## src/lpms_pkg.sv

```systemverilog
package lpms_pkg;

    // bus geometry
    localparam int ADDR_W = 10;
    localparam int DATA_W = 8;
    localparam int IRQ_N  = 7;
    localparam int PC_W   = 14;

    // register indices, byte address is four times the index
    localparam logic [7:0] RAMF_IDX = 8'h21;
    localparam logic [7:0] STAT_IDX = 8'h22;
    localparam logic [7:0] CTRL_IDX = 8'h23;

    // field positions
    localparam int RAMF_BIT      = 3;
    localparam int STAT_MODE_LSB = 0;
    localparam int STAT_WAKE_LSB = 2;
    localparam int STAT_NOP_BIT  = 4;

    // program restart vector
    localparam logic [PC_W-1:0] RESET_VECTOR = 14'h0000;

    // timing
    localparam int CLK_PERIOD_NS = 100;
    localparam int OSC_SETTLE_NS = 2000;
    localparam int SETTLE_CYC_I  =
        (OSC_SETTLE_NS + CLK_PERIOD_NS - 1) / CLK_PERIOD_NS;
    localparam logic [7:0] SETTLE_CYC =
        (SETTLE_CYC_I < 1) ? 8'h01 : 8'(SETTLE_CYC_I);

    // values after reset
    localparam logic [7:0] CTRL_RESET = SETTLE_CYC;

    typedef enum logic [1:0] {
        LPMS_ACTIVE  = 2'b00,
        LPMS_STANDBY = 2'b01,
        LPMS_STOP    = 2'b10
    } lpms_mode_t;

    typedef enum logic [1:0] {
        LPMS_WAKE_RESET = 2'b00,
        LPMS_WAKE_IRQ   = 2'b01,
        LPMS_WAKE_PIN   = 2'b10
    } lpms_wake_t;

    typedef struct packed {
        lpms_mode_t  mode;
        logic        ram_valid;
        logic [7:0]  settle_cycles;
        lpms_wake_t  wake_cause;
        logic        nop_seen;
        logic [7:0]  rdata;
        logic        resume;
        logic        service;
        logic        nop;
        logic        restart;
        logic        boot;
    } lpms_state_t;

    typedef struct packed {
        logic [7:0] count;
        logic       done;
    } lpms_timer_t;

endpackage

```

## src/lpms_settle_timer.sv

```systemverilog
`timescale 1ns/1ps
module lpms_settle_timer
    import lpms_pkg::*;
(
    // clock and reset
    input  wire logic       clk,
    input  wire logic       rstn,
    // hold detection
    input  wire logic       arm,
    input  wire logic       level,
    input  wire logic [7:0] threshold,
    output logic            done
);
    import lpms_pkg::*;

    lpms_timer_t st;
    lpms_timer_t next_st;
    logic [7:0]  thr;

    // a zero threshold would let a glitch wake the part
    assign thr = (threshold == 8'h00) ? 8'h01 : threshold;

    always_comb begin
        next_st = st;
        next_st.done = 1'b0;
        if (arm && level) begin
            if (st.count != 8'hff) begin
                next_st.count = st.count + 8'h01;
            end
            next_st.done = ((st.count + 8'h01) >= thr);
        end else begin
            next_st.count = 8'h00;
        end
    end

    always_ff @(posedge clk or negedge rstn) begin
        if (!rstn) begin
            st <= '0;
        end else begin
            st <= next_st;
        end
    end

    assign done = st.done;
endmodule

```

## src/lpms_sequencer.sv

```systemverilog
// The strobed register port and the register addresses were left to the implementer.
`timescale 1ns/1ps
module lpms_sequencer
    import lpms_pkg::*;
(
    // clock and reset
    input  wire logic                     clk,
    input  wire logic                     rstn,
    // instruction decoder
    input  wire logic                     stop_op,
    input  wire logic                     enter_idle_op,
    // interrupt logic
    input  wire logic                     global_irq_enable,
    input  wire logic [lpms_pkg::IRQ_N-1:0] irq_flags,
    input  wire logic [lpms_pkg::IRQ_N-1:0] irq_masks,
    // external pin, active low
    input  wire logic                     stop_wake_pin_n,
    // register port
    input  wire logic [lpms_pkg::ADDR_W-1:0] addr,
    input  wire logic [lpms_pkg::DATA_W-1:0] wdata,
    input  wire logic                     wr,
    input  wire logic                     rd,
    output logic [lpms_pkg::DATA_W-1:0]   rdata,
    // clock gating
    output logic                          osc_run,
    output logic                          cpu_clk_en,
    output logic                          periph_clk_en,
    // reset holds
    output logic                          cpu_rst,
    output logic                          periph_rst,
    output logic                          io_rst,
    output logic                          io_out_allow,
    // cpu sequencing
    output logic                          resume,
    output logic                          irq_service,
    output logic                          op_nop,
    output logic                          fetch_restart,
    output logic [lpms_pkg::PC_W-1:0]     fetch_addr,
    output lpms_pkg::lpms_mode_t          mode
);
    import lpms_pkg::*;

    lpms_state_t st;
    lpms_state_t next_st;
    logic        pin_hold_met;
    logic        pending;
    logic        blocked;
    logic        hit_ramf;
    logic        hit_stat;
    logic        hit_ctrl;

    function automatic logic addr_hit(
        input logic [ADDR_W-1:0] a,
        input logic [7:0]        idx
    );
        addr_hit = (a == {idx, 2'b00});
    endfunction

    function automatic logic unmasked_any(
        input logic [IRQ_N-1:0] flags,
        input logic [IRQ_N-1:0] masks
    );
        unmasked_any = |(flags & ~masks);
    endfunction

    assign pending  = unmasked_any(irq_flags, irq_masks);
    assign blocked  = !global_irq_enable && pending;
    assign hit_ramf = addr_hit(addr, RAMF_IDX);
    assign hit_stat = addr_hit(addr, STAT_IDX);
    assign hit_ctrl = addr_hit(addr, CTRL_IDX);

    // the counter only runs in stop, so the pin is dead elsewhere
    lpms_settle_timer u_settle (
        .clk       (clk),
        .rstn      (rstn),
        .arm       (st.mode == LPMS_STOP),
        .level     (!stop_wake_pin_n),
        .threshold (st.settle_cycles),
        .done      (pin_hold_met)
    );

    always_comb begin
        next_st = st;
        next_st.resume  = 1'b0;
        next_st.service = 1'b0;
        next_st.nop     = 1'b0;
        next_st.restart = 1'b0;
        next_st.boot    = 1'b0;
        next_st.rdata   = 8'h00;

        // software writes first so hardware events win below
        if (wr) begin
            if (hit_ramf) begin
                next_st.ram_valid = wdata[RAMF_BIT];
            end else if (hit_stat) begin
                if (wdata[STAT_NOP_BIT]) begin
                    next_st.nop_seen = 1'b0;
                end
            end else if (hit_ctrl) begin
                next_st.settle_cycles = wdata;
            end
        end

        // first cycle after reset restarts the program
        if (st.boot) begin
            next_st.restart = 1'b1;
        end

        case (st.mode)
            LPMS_ACTIVE: begin
                if (stop_op || enter_idle_op) begin
                    if (blocked) begin
                        next_st.nop      = 1'b1;
                        next_st.nop_seen = 1'b1;
                    end else if (stop_op) begin
                        next_st.mode = LPMS_STOP;
                    end else begin
                        next_st.mode = LPMS_STANDBY;
                    end
                end
            end
            LPMS_STANDBY: begin
                // any unmasked request wakes, enabled or not
                if (pending) begin
                    next_st.mode       = LPMS_ACTIVE;
                    next_st.resume     = 1'b1;
                    next_st.service    = global_irq_enable;
                    next_st.wake_cause = LPMS_WAKE_IRQ;
                end
            end
            LPMS_STOP: begin
                if (pin_hold_met) begin
                    next_st.mode       = LPMS_ACTIVE;
                    next_st.restart    = 1'b1;
                    next_st.ram_valid  = 1'b1;
                    next_st.wake_cause = LPMS_WAKE_PIN;
                end
            end
            default: begin
                next_st.mode = LPMS_ACTIVE;
            end
        endcase

        if (rd) begin
            if (hit_ramf) begin
                next_st.rdata[RAMF_BIT] = st.ram_valid;
            end else if (hit_stat) begin
                next_st.rdata[STAT_MODE_LSB +: 2] = st.mode;
                next_st.rdata[STAT_WAKE_LSB +: 2] = st.wake_cause;
                next_st.rdata[STAT_NOP_BIT]       = st.nop_seen;
            end else if (hit_ctrl) begin
                next_st.rdata = st.settle_cycles;
            end
        end
    end

    // reset clears the flag, so a reset exit reads zero
    always_ff @(posedge clk or negedge rstn) begin
        if (!rstn) begin
            st               <= '0;
            st.mode          <= LPMS_ACTIVE;
            st.wake_cause    <= LPMS_WAKE_RESET;
            st.ram_valid     <= 1'b0;
            st.settle_cycles <= CTRL_RESET;
            st.boot          <= 1'b1;
        end else begin
            st <= next_st;
        end
    end

    // decoded from the current mode only
    assign mode          = st.mode;
    assign osc_run       = (st.mode != LPMS_STOP);
    assign cpu_clk_en    = (st.mode == LPMS_ACTIVE);
    assign periph_clk_en = (st.mode != LPMS_STOP);
    // cpu registers are not restored; ram sits outside this reset
    assign cpu_rst       = (st.mode == LPMS_STOP);
    assign periph_rst    = (st.mode == LPMS_STOP);
    assign io_rst        = (st.mode == LPMS_STOP);
    assign io_out_allow  = (st.mode != LPMS_STOP);

    assign rdata         = st.rdata;
    assign resume        = st.resume;
    assign irq_service   = st.service;
    assign op_nop        = st.nop;
    assign fetch_restart = st.restart;
    assign fetch_addr    = RESET_VECTOR;
endmodule

```

## config.mk

```make
export PLATFORM = sky130hd
export DESIGN_NAME = lpms_sequencer
export DESIGN_NICKNAME = d
export VERILOG_FILES = /design/src/lpms_pkg.sv /design/src/lpms_settle_timer.sv /design/src/lpms_sequencer.sv
export SDC_FILE = /design/constraint.sdc
export NUM_CORES = 1
export LEC_CHECK = 0
export BUFFER_PORTS_ARGS = -buffer_cell sky130_fd_sc_hd__buf_2
export CAP_MARGIN = 10
export CELL_PAD_IN_SITES_DETAIL_PLACEMENT = 2
export CELL_PAD_IN_SITES_GLOBAL_PLACEMENT = 2
export CORE_ASPECT_RATIO = 0.5
export CORE_MARGIN = 4
export CORE_UTILIZATION = 30
export CTS_CLUSTER_SIZE = 28
export DETAILED_ROUTE_END_ITERATION = 8
export GPL_TIMING_DRIVEN = 1
export PLACE_DENSITY = 0.89
export SLEW_MARGIN = 5
export SYNTH_ARGS = -nofsm -noshare
export SYNTH_HDL_FRONTEND = slang
export SYNTH_SLANG_ARGS = --single-unit
```

## constraint.sdc

```tcl
create_clock -name clk -period 2.6 [get_ports clk]
set_clock_uncertainty 0.2 [all_clocks]
set_input_delay 0.78 -clock clk [delete_from_list [all_inputs] [get_ports clk]]
set_output_delay 0.78 -clock clk [all_outputs]
set_load 0.005 [all_outputs]
```

==> metrics.md <==
| Metric | Value |
|---|---|
| Outcome | finished clean |
| Critical path buffers and inverters | 0 |
| Crit path top cell by count | ha_1 |
| Final Max Slew Viols | 0 |
| Final Worst Setup Slack | roughly 0.027 ns |
| Min-delay src | st[22] |
| Mapped Area | just over 2000 um2 |
| Root buffer cell | clkbuf_16 |
| Compound-Gate Fraction of Synth Area | approximately a tenth |
| Slowest CP cell | dfrtp_1 |
| GPL Wtd Cong | approximately 0.8 |
| Max-Cap Viols | 0 |
| Most frequent cell after synthesis | dfrtp_1 |
| Minimum clock period | approximately 2.6 ns |
| Die X | 125 um |
| Main combinational cell family by area after synthesis | simple AND/OR/NAND/NOR gates |
| Number of DRC markers in iteration 0 | 48 |
| Vias | around 1600 |
| Layout Utilization | approximately two fifths |
| Least-Margin Pin Slew | approximately 0.84 ns |
| Number of fill cells | around 710 |
| Initial Util | 32.4% |
| Post-synth ARST share | 100% |
| CTS hold repair buffers | 0 |
| Final hold vios | 0 |
| Mux cell area share after synthesis | about 7.8% |
| Vias in the first global route | 1822 |
| Synth top area share | between 40% and 50% |
| Top cells by instance count after synthesis | dfrtp_1, buf_4, inv_1, nor2_1, a21oi_1 |
| Clk sink count | 36 |
| Clk_lat worst skew | roughly 0.28 ns |
| Worst reg2reg setup slack | around 0.027 ns |
| Final nets | 300 |
| Tot GR Track Use | between 10% and 20% |
| Worst hold slack | 0.330 ns |
| Mean routed wirelength per cell | ~20 um |
| Post-Route WL | 6.81 mm |
| Dpl hpwl | roughly 4.5 mm |
| Final setup fails | 0 |
| Reg2Reg Launch Point | u_settle.st[1] |
| Synth unique cells | a little over 40 |
| Initial antenna violation count | 0 |
| Hold Path Sink | st[22] |
| Die span in y | 66.6 um |
| Area Growth Syn to Fin | 20.5% |
| Full die area | between 8000 and 9000 um2 |
| Overall power | between 1.5 and 2 mW |
| Maximum VDD drop | 0.319 mV |
| DRT antenna net count | 0 |
| Fmax | 0.389 GHz |
| Share of layout cells above drive strength 1 | 35.3% |
| Min-Delay Path Depth | 1 |
| Core box area | roughly 6400 um2 |
| Reg2Reg Depth | 9 |
| Number of synthesized register bits | 36 |
| Pleak | around 1.3 nW |
| CP Capture Type | register |
| Final routed DRC violation total | 0 |
| Pin count of the biggest net entering global routing | 37 |
| Inserted Clock Buffers | 5 |
| Largest area contributor in the netlist | dfrtp_1 |
| Crit Path Class | reg2reg |
| Setup WS pre-CTS | 0.114 ns |
| Pwr dens | slightly below 700 nW/um2 |
| H-tree depth reported by CTS | 2 |
| Primary FF master, synth | dfrtp_1 |
| Crit share post-route | a little over nine tenths |
| Worst EP required | around 2.6 ns |
| Post-synthesis simple-gate area fraction | 15.9% |
| Row count | 20 |
| First-pass GRT wire length | between 9 and 10 mm |
| Slowest Stage Delay on Critical Path | 0.41 ns |
| IO buf count | 60 |
| Vias per cell | between 4 and 5 |
| Critical-path maximum fanout | 4 |
| Post-synthesis adder-cell area fraction | between 5 and 6% |
| Gr ovfl total | 0 |
| Crit-path cells | ha_1 -> and3_2 -> and3_1 -> xor2_1 -> ha_1 -> a21o_1 -> a21oi_2 -> o211a_1 -> a211oi_1 |
| Yosys Warn Count | 0 |
| First-pass iteration count of the detailed router | 4 |
| Max-slew headroom | between 40% and 50% |
| Post-Synthesis Cells | between 150 and 200 |
| Clock Path Buffers | 2 |
| Seq/Total Area, Yosys | around 44% |
| Worst-path clk slew | around 0.060 ns |
| # diodes | 0 |
| Delay-heaviest family, CP | compound AO/OA/AOI/OAI gates |
| CP startpoint kind | register |
| Critical Path AT | roughly 2.5 ns |
| CTS tree | built |
| Top Ports | 75 |
| EDFF count, synth | 0 |
| Syn avg cell area | approximately 10 um2 |
| Worst hold path class | reg2reg |
| Crit Reg-Reg Endpoint | u_settle.done |
| Synth top area cells | dfrtp_1, buf_4, ha_1, mux2_2, dfstp_2 |
| Area share of xor/xnor cells in the synthesized design | 2.98% |
worst register-to-register path: stages, from the launching register on:
cell	delay [ns]
dfrtp_1	0.41
ha_1	0.24
and3_2	0.22
and3_1	0.24
xor2_1	0.16
ha_1	0.32
a21o_1	0.21
a21oi_2	0.19
o211a_1	0.20
a211oi_1	0.05
layout by cell type, fill, tap and decap left out, drive strengths merged, types with 6 or more instances in the layout:
master  Yosys  final
inv        19     19
clkbuf      1      7
mux2        8      8
nor2b       8      8
nand2       6      6
ha          9      9
buf        29     63
conb        1     15
a21oi      11     11
dfrtp      33     33
mux2i       7      7
nor2       13     13
nand2b      6      6
registers in the layout (all words and copies together), names as in the netlist:
register,count
fetch_restart,1
irq_service,1
mode,2
op_nop,1
rdata,8
resume,1
st,13
u_settle.done,1
u_settle.st,8
power breakdown:
group | switching (mW) | total, mW | internal [mW]
logic | 0.212 | 0.388 | 0.176
clock network | 0.233 | 0.615 | 0.382
registers | 0.0566 | 0.668 | 0.611
timing repair:
action                     4_1_cts  5_1_grt
setup endpoints to repair        0        1
buffers inserted                 0        3
gates resized for setup          0        4
metrics by stage:
stage	cells	TNS (ns)	cell area (um2)
final	340	0	2480
after CTS	337	0	2440
after detailed placement	329	0	2290
after floorplan	211	0	2110
after global placement	329	0	2290
after global routing	340	-0.0271	2480
routing by layer:
metal  routed length (um)  vias to the layer above  global-route usage, %
met2                 3370                       63                   27.1
li1                     -                      729                      -
met1                 2920                      815                   18.1
met3                  372                       12                   4.64
met4                  147                        0                   4.59
met5                    0                        -                      0
layout make-up:
| type | instances | area [um2] | share of cell area [%] |
|---|---|---|---|
| inverter | 19 | 71.3 | 2.88 |
| tap | 88 | 110 | 4.44 |
| clock inverter | 1 | 7.51 | 0.303 |
| timing repair buffer | 63 | 323 | 13.0 |
| clock buffer | 7 | 143 | 5.75 |
| sequential | 36 | 905 | 36.5 |
| multi-input combinational | 126 | 920 | 37.1 |
worst max-delay path by stage:
| stage | start | end | slack, ns | depth (start not counted) |
|---|---|---|---|---|
| finish | u_settle.st[1] | u_settle.done | 0.03 | 9 |
| global route | u_settle.st[1] | u_settle.done | -0.03 | 9 |
| CTS | u_settle.st[1] | u_settle.done | 0.02 | 9 |
| detailed placement | u_settle.st[1] | u_settle.done | 0.11 | 9 |
| global placement | u_settle.st[1] | u_settle.done | 0.22 | 9 |
| floorplan | u_settle.st[1] | u_settle.done | 0.30 | 9 |
cells by family (layout without fill, tap and decap cells):
group,count (synthesis),after routing
compound gates,26,26
buf+inv,49,90
mux,15,15
xor+xnor,7,7
flops,36,36
fa+ha+maj,9,9
other cells,1,15
simple gates,54,54
Note: power is estimated with default switching activity, not from simulation.
